### config.mk
export PLATFORM = sky130hd
export DESIGN_NAME = logic_rotate_return_exec
export DESIGN_NICKNAME = d
export VERILOG_FILES = /design/src/logic/rotate_or_unit.v /design/src/logic/logic_rotate_return_exec.v
export VERILOG_INCLUDE_DIRS = /design/src /design/src/logic
export SDC_FILE = /design/constraint.sdc
export NUM_CORES = 1
export LEC_CHECK = 0
export BUFFER_PORTS_ARGS = -buffer_cell sky130_fd_sc_hd__buf_4
export CAP_MARGIN = 20
export CORE_ASPECT_RATIO = 0.5
export CORE_UTILIZATION = 45
export DETAILED_ROUTE_END_ITERATION = 16
export PLACE_DENSITY = 0.74
export SETUP_SLACK_MARGIN = 0.4
export SYNTH_ARGS = -nofsm -noshare
export SYNTH_HDL_FRONTEND = slang
export SYNTH_SLANG_ARGS = --single-unit
### constraint.sdc
create_clock -name core_clk_in -period 1.9 [get_ports core_clk_in]
set_clock_uncertainty 0.15 [all_clocks]
set_input_delay 0.19 -clock core_clk_in [delete_from_list [all_inputs] [get_ports core_clk_in]]
set_output_delay 0.19 -clock core_clk_in [all_outputs]
set_load 0.02 [all_outputs]
### src/logic/rotate_return_map.vh
/*
 Constants for the OR / rotate / return execution block: operation codes,
 register reset values and widths. Assumes the decoder presents one
 operation code per instruction issue.
*/
// Notes on behaviour
// RULE1: OR immediate with accumulator, result to accumulator, update zero flag.
// RULE2: OR accumulator into memory byte, write back, accumulator kept, zero updated.
// RULE3: Subroutine exit pops program counter, fetch resumes there, flags untouched.
// RULE4: Return with literal pops program counter, loads literal into accumulator, flags untouched.
// RULE5: Interrupt exit pops program counter, sets global interrupt enable, flags untouched.
// RULE6: Pending interrupt at interrupt exit is serviced before resuming main program.
// RULE7: Memory rotate up shifts byte left, bit 7 to bit 0, writes back, no flag.
// RULE8: Rotate up into accumulator puts rotated byte in accumulator, memory and flags kept.
// RULE9: Both rotates map source bit i to result bit i+1 for i 0 to 6.
// RULE10: Zero flag set when affected 8-bit result is zero, cleared otherwise.
`ifndef ROTATE_RETURN_MAP_VH
`define ROTATE_RETURN_MAP_VH

`define OP_W               3
`define OP_NONE            3'h0
`define OP_OR_LITERAL      3'h1
`define OP_DISJUNCT_MEM    3'h2
`define OP_SUB_EXIT        3'h3
`define OP_SUB_EXIT_LIT    3'h4
`define OP_IRQ_EXIT        3'h5
`define OP_MEM_ROTATE_UP   3'h6
`define OP_ROTATE_UP_ACC   3'h7

`define ACC_RESET          8'h00
`define ZERO_FLAG_RESET    1'b0
`define GIE_RESET          1'b0
`define PC_W               12
`define PC_RESET           12'h000
`define MEM_WDATA_RESET    8'h00
`define STROBE_RESET       1'b0

`endif

### src/logic/rotate_or_unit.v
/*
 Combinational datapath: OR and circular left rotate of 8-bit values,
 with zero detect. Assumes inputs are stable within one core cycle.
*/
`timescale 1ns/1ps

module rotate_or_unit (
    input  wire [7:0] acc_in,
    input  wire [7:0] operand_in,
    input  wire       rotate_sel_in,
    output wire [7:0] result_out,
    output wire       zero_out
);
    wire [7:0] rotated;
    genvar i;

    generate
        for (i = 0; i < 7; i = i + 1) begin : g_rot
            assign rotated[i+1] = operand_in[i]; // [RULE9]
        end
    endgenerate
    assign rotated[0] = operand_in[7]; // [RULE7] [RULE8]

    assign result_out = rotate_sel_in ? rotated : (acc_in | operand_in); // [RULE1] [RULE2]
    assign zero_out   = (result_out == 8'h00); // [RULE10]
endmodule // rotate_or_unit

### src/logic/logic_rotate_return_exec.v
/*
 Execution of the OR, rotate-left and return instruction group. Holds the
 accumulator, zero flag and global interrupt enable. Assumes the decoder
 pulses op_valid_in for one cycle with the operation code, operand byte
 (literal or memory byte) and the stack top; the stack pops on stack_pop_out.
*/
`timescale 1ns/1ps
`include "rotate_return_map.vh"

module logic_rotate_return_exec (
    input  wire                core_clk_in,
    input  wire                rst_n_in,
    input  wire                op_valid_in,
    input  wire [`OP_W-1:0]    op_code_in,
    input  wire [7:0]          operand_in,
    input  wire [`PC_W-1:0]    stack_top_in,
    input  wire                irq_pending_in,
    output wire [7:0]          acc_out,
    output wire                zero_flag_out,
    output wire                global_irq_enable_out,
    output wire                mem_write_out,
    output wire [7:0]          mem_wdata_out,
    output wire                stack_pop_out,
    output wire                pc_load_out,
    output wire [`PC_W-1:0]    pc_value_out,
    output wire                irq_service_out
);
    // Architectural state and registered side-effect strobes
    reg  [7:0]       acc_reg;
    reg  [7:0]       acc_next;
    reg              zero_flag_reg;
    reg              zero_flag_next;
    reg              global_irq_enable_reg;
    reg              global_irq_enable_next;
    reg              mem_write_reg;
    reg              mem_write_next;
    reg  [7:0]       mem_wdata_reg;
    reg  [7:0]       mem_wdata_next;
    reg              stack_pop_reg;
    reg              stack_pop_next;
    reg              pc_load_reg;
    reg              pc_load_next;
    reg  [`PC_W-1:0] pc_value_reg;
    reg  [`PC_W-1:0] pc_value_next;
    reg              irq_service_reg;
    reg              irq_service_next;

    // Decoded instruction, qualified by the issue strobe except the rotate select
    wire             do_or_literal;
    wire             do_disjunct_mem;
    wire             do_sub_exit_lit;
    wire             do_irq_exit;
    wire             do_mem_rotate;
    wire             do_rotate_acc;
    wire             do_return;
    wire             do_rotate;
    wire             sets_zero;
    wire [7:0]       alu_result;
    wire             alu_zero;

    // True when an issued op carries the given code
    function op_hit;
        input             valid;
        input [`OP_W-1:0] op;
        input [`OP_W-1:0] code;
        begin
            op_hit = valid && (op == code);
        end
    endfunction

    // Any of the three stack-popping exits
    function is_return;
        input [`OP_W-1:0] op;
        begin
            is_return = (op == `OP_SUB_EXIT) || (op == `OP_SUB_EXIT_LIT)
                     || (op == `OP_IRQ_EXIT);
        end
    endfunction

    // Either rotate form; the datapath steers on this without the strobe
    function is_rotate;
        input [`OP_W-1:0] op;
        begin
            is_rotate = (op == `OP_MEM_ROTATE_UP) || (op == `OP_ROTATE_UP_ACC);
        end
    endfunction

    assign do_or_literal   = op_hit(op_valid_in, op_code_in, `OP_OR_LITERAL);
    assign do_disjunct_mem = op_hit(op_valid_in, op_code_in, `OP_DISJUNCT_MEM);
    assign do_sub_exit_lit = op_hit(op_valid_in, op_code_in, `OP_SUB_EXIT_LIT);
    assign do_irq_exit     = op_hit(op_valid_in, op_code_in, `OP_IRQ_EXIT);
    assign do_mem_rotate   = op_hit(op_valid_in, op_code_in, `OP_MEM_ROTATE_UP);
    assign do_rotate_acc   = op_hit(op_valid_in, op_code_in, `OP_ROTATE_UP_ACC);
    assign do_return       = op_valid_in && is_return(op_code_in);
    assign do_rotate       = is_rotate(op_code_in);
    // Only the two OR forms touch the zero flag
    assign sets_zero       = do_or_literal || do_disjunct_mem;

    rotate_or_unit u_alu (
        .acc_in        (acc_reg),
        .operand_in    (operand_in),
        .rotate_sel_in (do_rotate),
        .result_out    (alu_result),
        .zero_out      (alu_zero)
    );

    // Accumulator: OR literal, literal load on return, rotate into acc
    always @* begin
        acc_next = acc_reg;
        if (do_or_literal) begin
            acc_next = alu_result; // [RULE1]
        end else if (do_sub_exit_lit) begin
            acc_next = operand_in; // [RULE4]
        end else if (do_rotate_acc) begin
            acc_next = alu_result; // [RULE8]
        end
    end

    // Zero flag follows the 8-bit OR result; rotates and returns leave it
    always @* begin
        zero_flag_next = zero_flag_reg;
        if (sets_zero) begin
            zero_flag_next = alu_zero; // [RULE10]
        end
    end

    // Enable is only ever set here; clearing belongs to the interrupt logic
    always @* begin
        global_irq_enable_next = global_irq_enable_reg;
        if (do_irq_exit) begin
            global_irq_enable_next = 1'b1; // [RULE5]
        end
    end

    // Memory write strobe and data for the two write-back forms
    always @* begin
        mem_write_next = 1'b0;
        mem_wdata_next = mem_wdata_reg;
        if (do_disjunct_mem) begin
            mem_write_next = 1'b1; // [RULE2]
            mem_wdata_next = alu_result; // [RULE2]
        end else if (do_mem_rotate) begin
            mem_write_next = 1'b1; // [RULE7]
            mem_wdata_next = alu_result; // [RULE7]
        end
    end

    // Stack pop and program counter reload for every exit
    always @* begin
        stack_pop_next = 1'b0;
        pc_load_next   = 1'b0;
        pc_value_next  = pc_value_reg;
        if (do_return) begin
            stack_pop_next = 1'b1; // [RULE3]
            pc_load_next   = 1'b1; // [RULE3]
            pc_value_next  = stack_top_in; // [RULE3]
        end
    end

    // Tells the interrupt logic to take the pending request before main flow
    always @* begin
        irq_service_next = 1'b0;
        if (do_irq_exit) begin
            irq_service_next = irq_pending_in; // [RULE6]
        end
    end

    always @(posedge core_clk_in or negedge rst_n_in) begin
        if (!rst_n_in) begin
            acc_reg <= `ACC_RESET;
        end else begin
            acc_reg <= acc_next;
        end
    end

    always @(posedge core_clk_in or negedge rst_n_in) begin
        if (!rst_n_in) begin
            zero_flag_reg <= `ZERO_FLAG_RESET;
        end else begin
            zero_flag_reg <= zero_flag_next;
        end
    end

    always @(posedge core_clk_in or negedge rst_n_in) begin
        if (!rst_n_in) begin
            global_irq_enable_reg <= `GIE_RESET;
        end else begin
            global_irq_enable_reg <= global_irq_enable_next;
        end
    end

    always @(posedge core_clk_in or negedge rst_n_in) begin
        if (!rst_n_in) begin
            mem_write_reg <= `STROBE_RESET;
        end else begin
            mem_write_reg <= mem_write_next;
        end
    end

    always @(posedge core_clk_in or negedge rst_n_in) begin
        if (!rst_n_in) begin
            mem_wdata_reg <= `MEM_WDATA_RESET;
        end else begin
            mem_wdata_reg <= mem_wdata_next;
        end
    end

    always @(posedge core_clk_in or negedge rst_n_in) begin
        if (!rst_n_in) begin
            stack_pop_reg <= `STROBE_RESET;
        end else begin
            stack_pop_reg <= stack_pop_next;
        end
    end

    always @(posedge core_clk_in or negedge rst_n_in) begin
        if (!rst_n_in) begin
            pc_load_reg <= `STROBE_RESET;
        end else begin
            pc_load_reg <= pc_load_next;
        end
    end

    always @(posedge core_clk_in or negedge rst_n_in) begin
        if (!rst_n_in) begin
            pc_value_reg <= `PC_RESET;
        end else begin
            pc_value_reg <= pc_value_next;
        end
    end

    always @(posedge core_clk_in or negedge rst_n_in) begin
        if (!rst_n_in) begin
            irq_service_reg <= `STROBE_RESET;
        end else begin
            irq_service_reg <= irq_service_next;
        end
    end

    // Every output comes straight from its flip-flop
    assign acc_out               = acc_reg;
    assign zero_flag_out         = zero_flag_reg;
    assign global_irq_enable_out = global_irq_enable_reg;
    assign mem_write_out         = mem_write_reg;
    assign mem_wdata_out         = mem_wdata_reg;
    assign stack_pop_out         = stack_pop_reg;
    assign pc_load_out           = pc_load_reg;
    assign pc_value_out          = pc_value_reg;
    assign irq_service_out       = irq_service_reg;
endmodule // logic_rotate_return_exec

==> impl_metrics.env, run 1 <==
export IMPL_total_power_mw=2.253
export IMPL_cts_root_buf="clkbuf_8"
export IMPL_remaining_drc_errors=0
export IMPL_vias=1548
export IMPL_synth_area_sq_um=1719
export IMPL_comb_power_share_pct=26.6
export IMPL_hold_viol_final=0
export IMPL_portBuffers=60
export IMPL_place_area_sq_um=2186
export IMPL_grt_max_degree=34
export IMPL_final_area_sq_um=2450
export IMPL_placementRows=15
export IMPL_hp_class="input port to flip-flop"
export IMPL_clk_pin_slew_ns=0.07
export IMPL_r2r_cells=3
export IMPL_synth_top_cells_by_area="dfrtp_1 48%, o21ai_0 8.7%, mux2_4 7.9%, and4bb_2 5.1%, a211o_1 3.6%"
export IMPL_gp_congestion=0.8393
export IMPL_seqCellArea_sq_um=825.8
export IMPL_yosysWarnings=0
export IMPL_design_core_area_sq_um=3547
export IMPL_fmax_ghz=0.7645
export IMPL_syn2layout_area_growth_pct=42.50
export IMPL_antenna_found_initial=0
export IMPL_r2r_setup_slack_ns=0.60
export IMPL_pwr_share_seq_pct=38.5
export IMPL_fin_ws_ns=0.5919
export IMPL_dieWidth_microns=89.41
export IMPL_wire_per_inst_microns=15.85
export IMPL_finalSetupTns_ns=0
export IMPL_ys_ff_latch=33
export IMPL_yosysTopAreaCellShare_pct=48.03
export IMPL_clock_sinks=33
export IMPL_ant_nets=0
export IMPL_rr_startpoint="acc_out[5]"
export IMPL_track_usage_pct=22.91
export IMPL_worstSetupPathType="input port to flip-flop"
export IMPL_cp_max_fo=24
export IMPL_intPower_mw=1.615
export IMPL_io_pins=61
export IMPL_synth_xor_area_share_pct=0.5095
export IMPL_finalMaxSlewViolations=0
export IMPL_required_ns=1.92
export IMPL_final_min_clock_period_ns=1.308
export IMPL_synth_simple_gate_area_share_pct=15.57
export IMPL_setup_viol=0
export IMPL_synth_cell_type_count=29
export IMPL_timing_worst_slew_pin_value_ns=0.4186
export IMPL_r2r_end="zero_flag_out"
export IMPL_vdd_ir_drop_max_uv=454.0
export IMPL_synth_nets=188
export IMPL_firstDrtPassIters=4
export IMPL_die_h_microns=45.71
export IMPL_hpwl_microns=2768
export IMPL_holdCritStartpoint="irq_pending_in"
export IMPL_initial_core_util_pct=48.47
export IMPL_fin_crit_sh_pct=68.85
export IMPL_synth_top_cell_by_area="dfrtp_1"
export IMPL_synth_compound_area_share_pct=21.47
export IMPL_antenna_cells=0
export IMPL_yosysSeqAreaShare_pct=48.03
export IMPL_grt_overflow_total=0
export IMPL_power_per_cell_area_nw_per_um2=919.5
export IMPL_cts_inserted_buffers=5
export IMPL_synth_cells=161
export IMPL_endpoint_kind="flip-flop"
export IMPL_synth_top_family_by_area="compound AO/OA/AOI/OAI gates"
export IMPL_multi_input_area_sq_um=814.5
export IMPL_critPathLaunchType="input port"
export IMPL_avgSynthCellArea_sq_um=10.68
export IMPL_synth_mux_area_fraction_pct=9.825
export IMPL_synth_fa_ha_area_share_pct=0
export IMPL_cap_violations=0
export IMPL_rsz0062_at_grt="no"
export IMPL_whs_path_depth=2
export IMPL_grt_pass1_wl_microns=6706
export IMPL_p_leak_nw=1.131
export IMPL_slew_headroom_pct=72.10
export IMPL_routed_wl_microns=4469
export IMPL_p_clk_share_pct=34.9
export IMPL_nets=257
export IMPL_ctsHoldBuffers=13
export IMPL_cts_setup_buffers=0
export IMPL_grt_pass1_vias=1388
export IMPL_p_sw_uw=637.8
export IMPL_drt_iter0_drc=111
export IMPL_fill_cells=260
export IMPL_finish_utilization_pct=69.07
export IMPL_netSwitchingFraction_pct=28.31
export IMPL_outcome="finished clean"
export IMPL_place_ws_ns=0.3114
export IMPL_cts_resized=0
export IMPL_viasPerCell=5.489
export IMPL_dieArea_sq_um=4086
export IMPL_clock_latency_ns=0.28
export IMPL_min_to="irq_service_out"
export IMPL_clock_path_buffers=2
export IMPL_cts_htree_levels=2
export IMPL_cts_tree="built"
export IMPL_drive_above_1_share_pct=38.96
export IMPL_cp_data_arrival_time_ns=1.33
[sequential cells by signal, summed over array words and instances, names as in the netlist]
| name | count |
|---|---|
| pc_value_out | 12 |
| acc_out | 8 |
| mem_wdata_out | 8 |
| global_irq_enable_out | 1 |
| irq_service_out | 1 |
| mem_write_out | 1 |
| stack_pop_out | 1 |
| zero_flag_out | 1 |
[cells by family after synthesis]
group / after synthesis
multiplexers: 12
buffers and inverters: 15
AO/OA/AOI/OAI: 58
XOR/XNOR: 1
flip-flops: 33
AND/OR/NAND/NOR: 42
[worst max path at each step]
| stage | startpoint | to | depth (start not counted) |
|---|---|---|---|
| CTS | acc_out[5] | zero_flag_out | 3 |
| floorplan | op_code_in[0] | pc_value_out[10] | 4 |
| detailed placement | op_code_in[2] | pc_value_out[2] | 5 |
| finish | op_code_in[2] | pc_value_out[2] | 5 |
| global route | acc_out[5] | zero_flag_out | 3 |
| global placement | op_code_in[2] | pc_value_out[0] | 5 |
[critical path, cell delays in order]
cell and delay, ns:
buf_4 0.22, and3b_1 0.23, o21ai_4 0.17, buf_12 0.17, mux2_2 0.34
[area by class of cell]
type                       count  area share (%)
inverter                       3          0.4597
sequential                    33           33.71
tap                           51           2.605
clock inverter                 3           2.656
timing repair buffer          74           24.51
multi-input combinational    113           33.25
clock buffer                   5           2.809
[cells in the mapped netlist (all sizes together)]
| cell | number |
|---|---|
| xor2 | 1 |
| o31ai | 1 |
| nand3b | 1 |
| nand4 | 2 |
| and3b | 1 |
| inv | 3 |
| nor4bb | 2 |
| dfrtp | 33 |
| mux2 | 12 |
| nand2 | 11 |
| nand3 | 1 |
| o2bb2ai | 1 |
| o21ai | 31 |
| clkbuf | 5 |
| nor4 | 3 |
| a211o | 7 |
| and3 | 2 |
| buf | 7 |
| a22oi | 8 |
| a31oi | 8 |
| nor2b | 2 |
| and4bb | 7 |
| a211oi | 1 |
| a21o | 1 |
| nor2 | 10 |
[per-layer routing]
| metal | GRT usage [%] | routed length (microns) |
|---|---|---|
| met1 | 30.85 | 2013 |
| met2 | 36.18 | 2077 |
| met3 | 7.246 | 346 |
| met5 | 0 | 0 |
| met4 | 6.349 | 31 |
[through the flow]
step                      cells  hold slack (ns)
after detailed placement    261         0.009060
final                       282         0.007902
after CTS                   282         0.005276
after global routing        282         0.002805
after floorplan             161          -0.2556
after global placement      261         0.001112
[power groups by stage]
| stage | Clock (mW) | Sequential [mW] | Combinational [mW] |
|---|---|---|---|
| final | 0.786 | 0.868 | 0.598 |
| after global routing | 0.839 | 0.880 | 0.644 |
| after CTS | 0.806 | 0.866 | 0.597 |
| after detailed placement | 0 | 0.879 | 0.573 |
| after global placement | 0 | 0.875 | 0.561 |
| after floorplan | 0 | 0.994 | 0.190 |
[cells in the final DEF, fill, tap and decap left out, types with 8 or more instances in the layout]
cell type      netlist  layout
o21ai_0             30      30
a22oi_1              8       8
a31oi_1              8       8
dlygate4sd3_1        0      13
nand2_1             11      11
dfrtp_1             33      33
mux2_4               9       9
nor2_1              10      10
buf_4                3      60
Note: power is estimated with default switching activity, not from simulation.
==> run 2, diff against run 1 <==
- clock period: 1.9 -> 1.3 ns (I/O delays scaled with it)
==> run 2 against run 1 <==
Effect of this change: largest power group is now combinational cells; clock power rose by 1%; largest cell class is now non-clock buffers; register-to-register slack got worse by 0.59 ns; highest routed layer unchanged; the flow now finishes with violations (negative hold slack); sequential power rose by 52%; power rose by 55%; first-iteration DRC count rose by 91%; worst setup slack got worse by 0.58 ns; cell count rose by 13%; worst hold slack got worse by 0.085 ns; critical endpoint is now zero_flag_out.
==> impl_metrics.env, run 2 (synthesis gave the netlist of run 1 again) <==
export IMPL_critPathLaunchType="flip-flop"
export IMPL_largest_reg_flops=12
export IMPL_syn2layout_area_growth_pct=79.18
export IMPL_clock_path_buffers=2
export IMPL_portBuffers=60
export IMPL_hpwl_microns=3029
export IMPL_place_ws_ns=-0.07796
export IMPL_grt_max_degree=34
export IMPL_fmax_ghz=0.7751
export IMPL_vdd_ir_drop_max_uv=574.7
export IMPL_cts_tree="built"
export IMPL_fin_crit_sh_pct=99.24
export IMPL_antenna_found_initial=0
export IMPL_cap_violations=0
export IMPL_layout_commonest_cell="buf_4"
export IMPL_cp_data_arrival_time_ns=1.35
export IMPL_viasPerCell=6.266
export IMPL_endpoint_kind="flip-flop"
export IMPL_clk_pin_slew_ns=0.08
export IMPL_dieWidth_microns=89.41
export IMPL_clock_sinks=33
export IMPL_wire_per_inst_microns=22.17
export IMPL_grt_pass1_vias=1669
export IMPL_hold_viol_final=13
export IMPL_grt_overflow_total=0
export IMPL_firstDrtPassIters=5
export IMPL_drt_iter0_drc=212
export IMPL_finalSetupTns_ns=0
export IMPL_gp_congestion=0.8002
export IMPL_fin_hold_ws_ns=-0.07701
export IMPL_final_min_clock_period_ns=1.290
export IMPL_remaining_drc_errors=0
export IMPL_dieArea_sq_um=4086
export IMPL_die_h_microns=45.71
export IMPL_io_pins=61
export IMPL_slew_headroom_pct=70.76
export IMPL_timing_worst_slew_pin_value_ns=0.4387
export IMPL_initial_core_util_pct=48.47
export IMPL_fin_ws_ns=0.009869
export IMPL_design_core_area_sq_um=3547
export IMPL_cts_root_buf="clkbuf_8"
export IMPL_rsz0062_at_grt="yes"
export IMPL_required_ns=1.35
export IMPL_drive_above_1_share_pct=62.69
export IMPL_ant_nets=0
export IMPL_worstSetupPathType="flip-flop to flip-flop"
export IMPL_power_per_cell_area_nw_per_um2=1136
export IMPL_nets=294
export IMPL_layout_common_cells="53 x buf_4, 48 x buf_6, 26 x o21ai_1"
export IMPL_cp_max_fo=4
export IMPL_track_usage_pct=28.73
export IMPL_p_leak_nw=1.444
export IMPL_grt_pass1_wl_microns=8349
export IMPL_finalMaxSlewViolations=0
export IMPL_clock_latency_ns=0.29
export IMPL_ctsHoldBuffers=1
export IMPL_antenna_cells=0
export IMPL_setup_viol=0
export IMPL_placementRows=15
export IMPL_routed_wl_microns=7073
export IMPL_vias=1999
export IMPL_hp_class="input port to flip-flop"
export IMPL_violations="negative hold slack"
export IMPL_cts_htree_levels=2
export IMPL_outcome="finished with violations"
export IMPL_cts_inserted_buffers=5
-- run 2: changes by cell type in the layout (fill, tap and decap cells not counted), moves of 7 or more --
cell and delta:
o21ai_0 -29, a22oi_1 -8, dlygate4sd3_1 -12, buf_4 -7, dfrtp_2 +8, buf_6 +48, o21ai_1 +26, dfrtp_1 -8
a22oi_2 +8
-- run 2: cell type report --
cell class                 count  area (sq um)
timing repair buffer         109          1104
multi-input combinational    115         979.7
sequential                    33         835.8
fill                         158         466.7
clock buffer                   5         68.82
tap                           51         63.81
clock inverter                 3         17.52
inverter                       3         11.26
-- run 2: final timing paths --
| path | startpoint | to | slack (ns) | depth (start not counted) |
|---|---|---|---|---|
| worst max-delay path | acc_out[2] | zero_flag_out | 0.01 | 3 |
| max in group asynchronous | rst_n_in | acc_out[4] | 0.48 | 2 |
| min in group asynchronous | rst_n_in | acc_out[0] | 0.17 | 2 |
| worst max register to register | acc_out[2] | zero_flag_out | 0.01 | 3 |
| worst min-delay path | stack_top_in[10] | pc_value_out[10] | -0.08 | 2 |
| worst min register to register | pc_value_out[10] | pc_value_out[10] | 0.40 | 1 |
-- run 2: through the flow --
step	area, sq um	total power, mW	instances	util, %
2_1_floorplan	1773	1.754	161	-
3_3_place_gp	2297	2.145	268	64.76
3_5_place_dp	2297	2.174	268	64.76
4_1_cts	2869	3.248	303	80.88
5_1_grt	3080	3.617	319	86.84
6_report	3080	3.501	319	86.84
-- run 2: per-layer routing --
layer / part of all wire (%) / GRT usage [%]
met1: 35 / 34.93
met2: 49 / 49.92
met3: 11 / 9.239
met4: 4.8 / 8.571
met5: 0 / 0
-- run 2: timing repair --
action | in CTS | in global routing
setup buffers | 24 | 14
pin swaps | 13 | 17
gates resized for setup | 77 | 17
endpoints found under the setup margin | 63 | 66
endpoints found under the hold margin | 48 | 13
cloned | 2 | 2
-- run 2: critical path: stages (launching register included) --
cell and delay [ns]:
dfrtp_2 0.46, nor4_4 0.28, nand3_1 0.13, o2bb2ai_1 0.19
-- run 2: power breakdown --
part	internal, mW	switching, mW
sequential	1.17	0.151
combinational	0.764	0.618
clock	0.370	0.424
